===== src/include/gpio_bcd_pkg.sv =====
// package: register map, field positions and carriers for the port b/c/d block
package gpio_bcd_pkg;

    // ------------------------------------------------------------------
    // register indices (byte address on the plain port)
    // ------------------------------------------------------------------
    localparam logic [7:0] PORT_B_DATA_ADDR = 8'h01;
    localparam logic [7:0] PORT_C_DATA_ADDR = 8'h02;
    localparam logic [7:0] PORT_D_DATA_ADDR = 8'h03;
    localparam logic [7:0] PORT_B_DIR_ADDR = 8'h05;
    localparam logic [7:0] PORT_C_DIR_ADDR = 8'h06;
    localparam logic [7:0] PORT_D_DIR_ADDR = 8'h07;
    localparam logic [7:0] PERIPH_CTRL_ADDR = 8'h08;
    localparam logic [7:0] KEYPAD_IRQ_ENABLE_ADDR = 8'h09;

    // ------------------------------------------------------------------
    // field positions of the peripheral control register
    // ------------------------------------------------------------------
    localparam int SERIAL_PERIPH_ENABLE_BIT = 0;
    localparam int INFRARED_ENABLE_BIT = 1;
    localparam int SERIAL_IFACE_ENABLE_BIT = 2;
    localparam int PULLUP_DISABLE_BIT = 3;

    // ------------------------------------------------------------------
    // reset values and widths
    // ------------------------------------------------------------------
    localparam logic [7:0] DIRECTION_RESET = 8'h00;
    localparam logic [7:0] PERIPH_CTRL_RESET = 8'h00;
    localparam logic [7:0] KEYPAD_RESET = 8'h00;
    localparam logic [7:0] READ_UNMAPPED = 8'h00;
    localparam int PORT_WIDTH = 8;
    localparam int SYNC_STAGES = 2;

    // one port's pad-facing signals; enable low means driving
    typedef struct packed {
        logic [7:0] out;
        logic [7:0] oe_n;
    } pad_drive_s;

    // peripheral overrides entering the pin mux
    typedef struct packed {
        logic [7:0] own;
        logic [7:0] out;
        logic [7:0] drive;
    } periph_ovr_s;

endpackage : gpio_bcd_pkg


===== src/hw/pin_sync.sv =====
// two-stage synchroniser for a bus of pin levels
`timescale 1ns/1ps

module pin_sync
    import gpio_bcd_pkg::*;
(
    // clock and reset
    input wire logic clk,
    input wire logic reset,
    // asynchronous pins and their synchronised copy
    input wire logic [PORT_WIDTH-1:0] async_in,
    output logic [PORT_WIDTH-1:0] sync_out
);

    logic [PORT_WIDTH-1:0] meta_q;

    // ------------------------------------------------------------------
    // capture stages; first stage feeds only the second
    // ------------------------------------------------------------------
    always_ff @(posedge clk)
    begin
        if (reset)
        begin
            meta_q <= '0;
            sync_out <= '0;
        end
        else
        begin
            meta_q <= async_in;
            sync_out <= meta_q;
        end
    end

endmodule : pin_sync


===== src/hw/gpio_ports_bcd.sv =====
// ports b, c and d: latches, direction, pin mux and register port
//
// The plain strobed port was left to the implementer.
`timescale 1ns/1ps

// Overview of operation
// - port b data read gives latch where direction is one, else pin level
// - port c data read gives latch for outputs, pin level for inputs
// - port d data read gives latch for outputs, pin level for inputs
// - data latches accept writes whatever the direction bits hold
// - direction one drives the latched value; zero leaves pin undriven
// - reset clears port c and port d direction bits, all inputs
// - reset leaves the data latches untouched
// - writing a latch of an input pin changes only the stored bit
// - serial peripheral enable hands port c pins two to five over
// - infrared enable makes port c pins six, seven transmit and receive
// - port c pin zero always feeds the second external interrupt input
// - pin zero pull-up on unless the disable bit is set
// - port d pin is keypad interrupt input when its enable bit is set
// - ports c and d have eight pins each with latch and direction
// - serial interface enable hands port b pins two, three over
module gpio_ports_bcd
    import gpio_bcd_pkg::*;
(
    // clock and reset
    input wire logic clk,
    input wire logic reset,
    // register port
    input wire logic [7:0] addr,
    input wire logic [7:0] wdata,
    input wire logic wr,
    input wire logic rd,
    output logic [7:0] rdata,
    // pads
    input wire logic [7:0] port_b_in,
    input wire logic [7:0] port_c_in,
    input wire logic [7:0] port_d_in,
    output pad_drive_s port_b_pad,
    output pad_drive_s port_c_pad,
    output pad_drive_s port_d_pad,
    output logic pin_zero_pullup_en,
    // serial interface on port b
    input wire logic sci_transmit,
    output logic sci_receive,
    // serial peripheral interface on port c pins two to five
    input wire logic [3:0] spi_out,
    input wire logic [3:0] spi_drive,
    output logic [3:0] spi_in,
    // infrared serial interface on port c pins six and seven
    input wire logic infrared_transmit,
    output logic infrared_receive,
    // interrupt feeds
    output logic second_external_irq,
    output logic [7:0] keypad_irq_in,
    // control levels for the peripherals
    output logic serial_periph_enable,
    output logic infrared_serial_iface,
    output logic serial_iface_enable
);

    logic [7:0] port_b_latch_q;
    logic [7:0] port_c_latch_q;
    logic [7:0] port_d_latch_q;
    logic [7:0] port_b_direction_q;
    logic [7:0] port_c_direction_q;
    logic [7:0] port_d_direction_q;
    logic [7:0] ctrl_q;
    logic [7:0] keypad_irq_enable_reg_q;
    logic [7:0] b_sync;
    logic [7:0] c_sync;
    logic [7:0] d_sync;
    logic [7:0] rdata_d;
    periph_ovr_s b_ovr;
    periph_ovr_s c_ovr;
    pad_drive_s b_pad_d;
    pad_drive_s c_pad_d;
    pad_drive_s d_pad_d;

    // ------------------------------------------------------------------
    // pin synchronisers
    // ------------------------------------------------------------------
    pin_sync u_sync_b (.clk(clk), .reset(reset), .async_in(port_b_in), .sync_out(b_sync));
    pin_sync u_sync_c (.clk(clk), .reset(reset), .async_in(port_c_in), .sync_out(c_sync));
    pin_sync u_sync_d (.clk(clk), .reset(reset), .async_in(port_d_in), .sync_out(d_sync));

    // ------------------------------------------------------------------
    // data latches: no reset term, written in any direction
    // ------------------------------------------------------------------
    always_ff @(posedge clk)
    begin
        if (wr && addr == PORT_B_DATA_ADDR)
            port_b_latch_q <= wdata;
        if (wr && addr == PORT_C_DATA_ADDR)
            port_c_latch_q <= wdata;
        if (wr && addr == PORT_D_DATA_ADDR)
            port_d_latch_q <= wdata;
    end

    // direction registers, cleared on reset
    always_ff @(posedge clk)
    begin
        if (reset)
        begin
            port_b_direction_q <= DIRECTION_RESET;
            port_c_direction_q <= DIRECTION_RESET;
            port_d_direction_q <= DIRECTION_RESET;
        end
        else
        begin
            if (wr && addr == PORT_B_DIR_ADDR)
                port_b_direction_q <= wdata;
            if (wr && addr == PORT_C_DIR_ADDR)
                port_c_direction_q <= wdata;
            if (wr && addr == PORT_D_DIR_ADDR)
                port_d_direction_q <= wdata;
        end
    end

    // peripheral enables and keypad enables
    always_ff @(posedge clk)
    begin
        if (reset)
        begin
            ctrl_q <= PERIPH_CTRL_RESET;
            keypad_irq_enable_reg_q <= KEYPAD_RESET;
        end
        else
        begin
            if (wr && addr == PERIPH_CTRL_ADDR)
                ctrl_q <= {4'h0, wdata[3:0]};
            if (wr && addr == KEYPAD_IRQ_ENABLE_ADDR)
                keypad_irq_enable_reg_q <= wdata;
        end
    end

    // ------------------------------------------------------------------
    // peripheral overrides of the pin mux
    // ------------------------------------------------------------------
    always_comb
    begin
        b_ovr = '0;
        c_ovr = '0;
        if (ctrl_q[SERIAL_IFACE_ENABLE_BIT])
        begin
            b_ovr.own[3:2] = 2'h3;
            b_ovr.out[2] = sci_transmit;
            b_ovr.drive[2] = 1'b1;
        end
        if (ctrl_q[SERIAL_PERIPH_ENABLE_BIT])
        begin
            c_ovr.own[5:2] = 4'hf;
            c_ovr.out[5:2] = spi_out;
            c_ovr.drive[5:2] = spi_drive;
        end
        if (ctrl_q[INFRARED_ENABLE_BIT])
        begin
            c_ovr.own[7:6] = 2'h3;
            c_ovr.out[6] = infrared_transmit;
            c_ovr.drive[6] = 1'b1;
        end
    end

    // per-pin mux: peripheral wins, else direction decides the driver
    always_comb
    begin
        for (int i = 0; i < PORT_WIDTH; i++)
        begin
            b_pad_d.out[i] = b_ovr.own[i] ? b_ovr.out[i] : port_b_latch_q[i];
            b_pad_d.oe_n[i] = b_ovr.own[i] ? ~b_ovr.drive[i] : ~port_b_direction_q[i];
            c_pad_d.out[i] = c_ovr.own[i] ? c_ovr.out[i] : port_c_latch_q[i];
            c_pad_d.oe_n[i] = c_ovr.own[i] ? ~c_ovr.drive[i] : ~port_c_direction_q[i];
            d_pad_d.out[i] = port_d_latch_q[i];
            d_pad_d.oe_n[i] = ~port_d_direction_q[i];
        end
    end

    // ------------------------------------------------------------------
    // read mux: latch for outputs, synchronised pin for inputs
    // ------------------------------------------------------------------
    always_comb
    begin
        unique case (addr)
            PORT_B_DATA_ADDR: rdata_d = (port_b_direction_q & port_b_latch_q) | (~port_b_direction_q & b_sync);
            PORT_C_DATA_ADDR: rdata_d = (port_c_direction_q & port_c_latch_q) | (~port_c_direction_q & c_sync);
            PORT_D_DATA_ADDR: rdata_d = (port_d_direction_q & port_d_latch_q) | (~port_d_direction_q & d_sync);
            PORT_B_DIR_ADDR: rdata_d = port_b_direction_q;
            PORT_C_DIR_ADDR: rdata_d = port_c_direction_q;
            PORT_D_DIR_ADDR: rdata_d = port_d_direction_q;
            PERIPH_CTRL_ADDR: rdata_d = ctrl_q;
            KEYPAD_IRQ_ENABLE_ADDR: rdata_d = keypad_irq_enable_reg_q;
            default: rdata_d = READ_UNMAPPED;
        endcase
    end

    // read data valid only in the cycle after the strobe
    always_ff @(posedge clk)
    begin
        if (reset)
            rdata <= READ_UNMAPPED;
        else if (rd)
            rdata <= rdata_d;
        else
            rdata <= READ_UNMAPPED;
    end

    // ------------------------------------------------------------------
    // registered pad and peripheral outputs
    // ------------------------------------------------------------------
    always_ff @(posedge clk)
    begin
        if (reset)
        begin
            port_b_pad <= '{out: 8'h00, oe_n: 8'hff};
            port_c_pad <= '{out: 8'h00, oe_n: 8'hff};
            port_d_pad <= '{out: 8'h00, oe_n: 8'hff};
        end
        else
        begin
            port_b_pad <= b_pad_d;
            port_c_pad <= c_pad_d;
            port_d_pad <= d_pad_d;
        end
    end

    // feeds to interrupt logic and peripherals; port c pin zero is never gated
    always_ff @(posedge clk)
    begin
        if (reset)
        begin
            second_external_irq <= 1'b1;
            keypad_irq_in <= 8'h00;
            pin_zero_pullup_en <= 1'b1;
            sci_receive <= 1'b1;
            spi_in <= 4'h0;
            infrared_receive <= 1'b1;
            serial_periph_enable <= 1'b0;
            infrared_serial_iface <= 1'b0;
            serial_iface_enable <= 1'b0;
        end
        else
        begin
            second_external_irq <= c_sync[0];
            keypad_irq_in <= keypad_irq_enable_reg_q & ~d_sync;
            pin_zero_pullup_en <= ~ctrl_q[PULLUP_DISABLE_BIT];
            sci_receive <= b_sync[3];
            spi_in <= c_sync[5:2];
            infrared_receive <= c_sync[7];
            serial_periph_enable <= ctrl_q[SERIAL_PERIPH_ENABLE_BIT];
            infrared_serial_iface <= ctrl_q[INFRARED_ENABLE_BIT];
            serial_iface_enable <= ctrl_q[SERIAL_IFACE_ENABLE_BIT];
        end
    end

    // ------------------------------------------------------------------
    // checks
    // ------------------------------------------------------------------
    property p_dir_reset;
        @(posedge clk) reset |=> (port_c_direction_q == 8'h00 && port_d_direction_q == 8'h00);
    endproperty
    a_dir_reset: assert property (p_dir_reset) else $error("direction not cleared by reset");

    property p_latch_write;
        @(posedge clk) disable iff (reset) (wr && addr == PORT_C_DATA_ADDR) |=> port_c_latch_q == $past(wdata);
    endproperty
    a_latch_write: assert property (p_latch_write) else $error("port c latch missed a write");

    property p_read_b;
        @(posedge clk) disable iff (reset) (rd && addr == PORT_B_DATA_ADDR)
            |=> rdata == (($past(port_b_direction_q) & $past(port_b_latch_q)) | (~$past(port_b_direction_q) & $past(b_sync)));
    endproperty
    a_read_b: assert property (p_read_b) else $error("port b read mismatch");

    property p_read_d;
        @(posedge clk) disable iff (reset) (rd && addr == PORT_D_DATA_ADDR && port_d_direction_q == 8'h00)
            |=> rdata == $past(d_sync);
    endproperty
    a_read_d: assert property (p_read_d) else $error("port d input read mismatch");

    // pad register lags the direction register by exactly one edge
    property p_drive_d;
        @(posedge clk) disable iff (reset) 1'b1 |=> port_d_pad.oe_n == ~$past(port_d_direction_q)
            || $past(reset);
    endproperty
    a_drive_d: assert property (p_drive_d) else $error("port d driver follows wrong direction");

    property p_spi_own;
        @(posedge clk) disable iff (reset) ctrl_q[SERIAL_PERIPH_ENABLE_BIT] |=> port_c_pad.out[5:2] == $past(spi_out);
    endproperty
    a_spi_own: assert property (p_spi_own) else $error("spi pins not handed over");

    property p_ir_own;
        @(posedge clk) disable iff (reset) ctrl_q[INFRARED_ENABLE_BIT] |=> port_c_pad.oe_n[7] && !port_c_pad.oe_n[6];
    endproperty
    a_ir_own: assert property (p_ir_own) else $error("infrared pins not handed over");

    // the interrupt level must follow pin zero, whatever the pin's direction or owner
    property p_pin_zero_irq;
        @(posedge clk) disable iff (reset) 1'b1 |=> second_external_irq == $past(c_sync[0]);
    endproperty
    a_pin_zero_irq: assert property (p_pin_zero_irq) else $error("pin zero not feeding interrupt");

    property p_pullup;
        @(posedge clk) disable iff (reset) ctrl_q[PULLUP_DISABLE_BIT] |=> !pin_zero_pullup_en;
    endproperty
    a_pullup: assert property (p_pullup) else $error("pull-up not disabled");

    property p_keypad;
        @(posedge clk) disable iff (reset) !keypad_irq_enable_reg_q[0] |=> !keypad_irq_in[0];
    endproperty
    a_keypad: assert property (p_keypad) else $error("keypad input active while disabled");

endmodule : gpio_ports_bcd


===== config.mk =====
export PLATFORM = sky130hd
export DESIGN_NAME = gpio_ports_bcd
export DESIGN_NICKNAME = d
export VERILOG_FILES = /design/src/include/gpio_bcd_pkg.sv /design/src/hw/pin_sync.sv /design/src/hw/gpio_ports_bcd.sv
export SDC_FILE = /design/constraint.sdc
export NUM_CORES = 1
export LEC_CHECK = 0
export ABC_AREA = 1
export BUFFER_PORTS_ARGS = -buffer_cell sky130_fd_sc_hd__buf_2
export CORE_MARGIN = 2
export CORE_UTILIZATION = 49
export DETAILED_ROUTE_END_ITERATION = 8
export HOLD_SLACK_MARGIN = 0.12
export PLACE_DENSITY = 0.75
export SLEW_MARGIN = 15
export SYNTH_ARGS = -nofsm -noshare
export SYNTH_HDL_FRONTEND = slang
export SYNTH_SLANG_ARGS = --single-unit

===== constraint.sdc =====
create_clock -name clk -period 2.1 [get_ports clk]
set_input_delay 0.105 -clock clk [delete_from_list [all_inputs] [get_ports clk]]
set_output_delay 0.105 -clock clk [all_outputs]
set_load 0.005 [all_outputs]

==> metrics.txt <==
clk sinks=183; register bit total from synthesis=183; H-tree levels=4; DR vias=5,209; Setup WS pre-CTS=0.453 ns; final std cells w/o fill=1,091; post-CTS setup buffer count=0; final worst setup slack=0.737 ns; core footprint=0.0126 mm^2; hold path depth=3; fmax=733 MHz; FF-to-FF path depth=6; Hold Path Class=input pin to flip-flop; final worst-path cycle share=0.649; Slew Limit Fails=0; final WL=15.4 mm; root buf cell=clkbuf_16; Data arrival, critical path=1.50 ns; Final HPWL DP=10.3 mm; Crit. End Element=flip-flop; Final #Nets=960; gr usage total=0.230; max-cap violation count=0; DRC=0; Leak=3.62 nW; crit path launch type=input pin; Mapped Cells=732; synth warn=0; Buf/Inv on CP=4; Antenna Violating Nets Remaining=0; Synthesized Nets=786; routed vias/inst=4.77; WS Path Type=input pin to flip-flop; initial cell density of the core=0.500; final setup fails=0; Row Count=41; CTS buffer count=17; vias in the first global route=4,998; syn avg cell area=8.62 um^2; Pwr per Cell Area=862 mW/mm^2; status=completed; slew at the pin with the worst max-slew slack=0.524 ns; Setup TNS=0 ns; area taken by flip-flops and latches=0.00390 mm^2; post-synth cell types=21; Overflow after GRT=0; Post-Syn Area=0.00631 mm^2; worst endpoint required time=2.24 ns; n_diodes=0; first-pass GRT wire length=24.8 mm; maximum clock insertion buffer count=2; worst r2r src=port_c_direction_q[6]; CP max-delay cell=dlygate4sd3_1; RSZ-0062 raised after global routing=no; Die Y=118 um; Hold Violations, Final=0; max_slew headroom=0.650; CTS tree=yes; cell breakdown of the critical path=dlygate4sd3_1 -> buf_2 -> inv_1 -> nor4_1 -> buf_4; antenna violations before repair=0; Die Wd=118 um; peak supply drop=0.681 mV; num ports=129; DR pass1 iterations=5; Clk Latency, worst-skew pair=0.43 ns; largest net degree at the start of global routing=86; critical path's top delay family=buffers and inverters; Worst Hold Path EP=rdata[5]; clk slew on worst S/H paths=0.06 ns; Crit path largest cell delay=0.55 ns; Seq/Total Area, Yosys=0.618; WL per Instance=14.1 um; Fin Clk Skew=0.0129 ns; die area=0.0138 mm^2; R2R Path End=rdata[6]; Min Clock Period, post-route=1.36 ns; area of the multi-input gates=0.00181 mm^2; min-delay src=rd; share of cells above drive strength 1=0.205; Layout area overhead=28.9%; Port Buffers=128; Placed Cells=1,016; r2r setup slk=0.80 ns; # resized after CTS=0; DRT iter0 DRCs=319; filler instances=1,057; Placer Congestion=0.913; Max FO, Critical Path=8
[where the power goes]
| group | internal (mW) | switching, mW | total [mW] |
|---|---|---|---|
| Combinational | 0.156 | 0.202 | 0.358 |
| Clock | 1.74 | 1.29 | 3.03 |
| Sequential | 3.61 | 0.0213 | 3.63 |
| Total | 5.51 | 1.51 | 7.02 |
[flip-flops by register name, summed over array words and instances, names as in the netlist, 4 cells and up]
| name | count |
|---|---|
| port_c_direction_q | 8 |
| port_c_pad | 16 |
| port_c_latch_q | 8 |
| u_sync_d.meta_q | 8 |
| u_sync_b.meta_q | 8 |
| u_sync_b.sync_out | 8 |
| port_d_direction_q | 8 |
| u_sync_c.sync_out | 8 |
| port_b_pad | 16 |
| keypad_irq_enable_reg_q | 8 |
| u_sync_d.sync_out | 8 |
| rdata | 8 |
| ctrl_q | 4 |
| spi_in | 4 |
| port_b_direction_q | 8 |
| port_b_latch_q | 8 |
| keypad_irq_in | 8 |
| port_d_pad | 16 |
| port_d_latch_q | 8 |
| u_sync_c.meta_q | 8 |
[cells in the mapped netlist, drive strengths merged]
master	n	area share
edfxtp	24	0.11
dfxtp	159	0.50
nor4	3	0.0030
clkbuf	15	0.0089
clkinv	1	0.00059
inv	123	0.073
buf	11	0.011
nand2	103	0.063
nand3	61	0.052
o21ai	64	0.051
a21oi	48	0.038
nor3	8	0.0063
nor2	112	0.074
[worst max path at each step]
stage | startpoint | end | slack [ns] | cells past startpoint
floorplan | addr[6] | port_b_latch_q[0] | 0.15 | 7
detailed placement | addr[4] | port_b_latch_q[7] | 0.45 | 7
global route | addr[6] | keypad_irq_enable_reg_q[0] | 0.63 | 8
finish | wr | port_b_latch_q[7] | 0.74 | 5
CTS | wr | port_b_latch_q[6] | 0.75 | 5
global placement | addr[4] | port_b_latch_q[7] | 0.49 | 7
[layout by cell type, fill, tap and decap left out, types with 4 or more instances in the layout]
master and instances:
buf_4 8, nor2_1 104, dfxtp_1 159, nand2_1 98, o21ai_0 56, nand3_1 56
clkbuf_16 17, edfxtp_1 24, clkinv_1 4, nor2_4 5, nand3_2 5, inv_2 5
dlygate4sd3_1 43, nand2_2 5, nor3_1 8, inv_1 118, buf_2 128, a21oi_1 48
o21ai_1 8
[area by class of cell]
cell class / count / area share
sequential: 183 / 0.480
clock inverter: 13 / 0.0162
multi-input combinational: 399 / 0.223
clock buffer: 19 / 0.0532
timing repair buffer: 181 / 0.144
inverter: 124 / 0.0572
tap: 172 / 0.0265
[worst register-to-register path: cells and delay by family, from the launching register on]
family | cells | cell delay [ns]
flip-flops | 1 | 0.40
buffers and inverters | 1 | 0.09
AND/OR/NAND/NOR | 3 | 0.30
AO/OA/AOI/OAI | 2 | 0.43
[metrics by stage]
stage          hold WS, ns  utilization  total power [mW]  area, um^2
6_report             0.185        0.645              7.02        8130
5_1_grt              0.178        0.645              7.27        8130
4_1_cts              0.133        0.645              7.07        8130
3_5_place_dp         0.295        0.566              4.00        7140
3_3_place_gp         0.287        0.566              3.99        7140
2_1_floorplan        0.202            -              3.85        6310
[kinds of logic after synthesis]
logic type      share of synthesized area
buf+inv                            0.0941
compound gates                     0.0888
simple gates                        0.199
flops                               0.618
[layer usage]
layer	routed length (um)	vias up	GRT usage	part of all wire
li1	-	2635	-	-
met1	6890	2357	0.298	0.45
met2	7200	199	0.375	0.47
met3	1080	18	0.0635	0.070
met4	250	0	0.0753	0.016
met5	0	-	0	0
[what timing repair did]
action	CTS	global route
hold endpoints to repair	91	0
setup endpoints to repair	0	0
hold buffers	43	0
No activity file was read; power rests on OpenSTA's default activity.
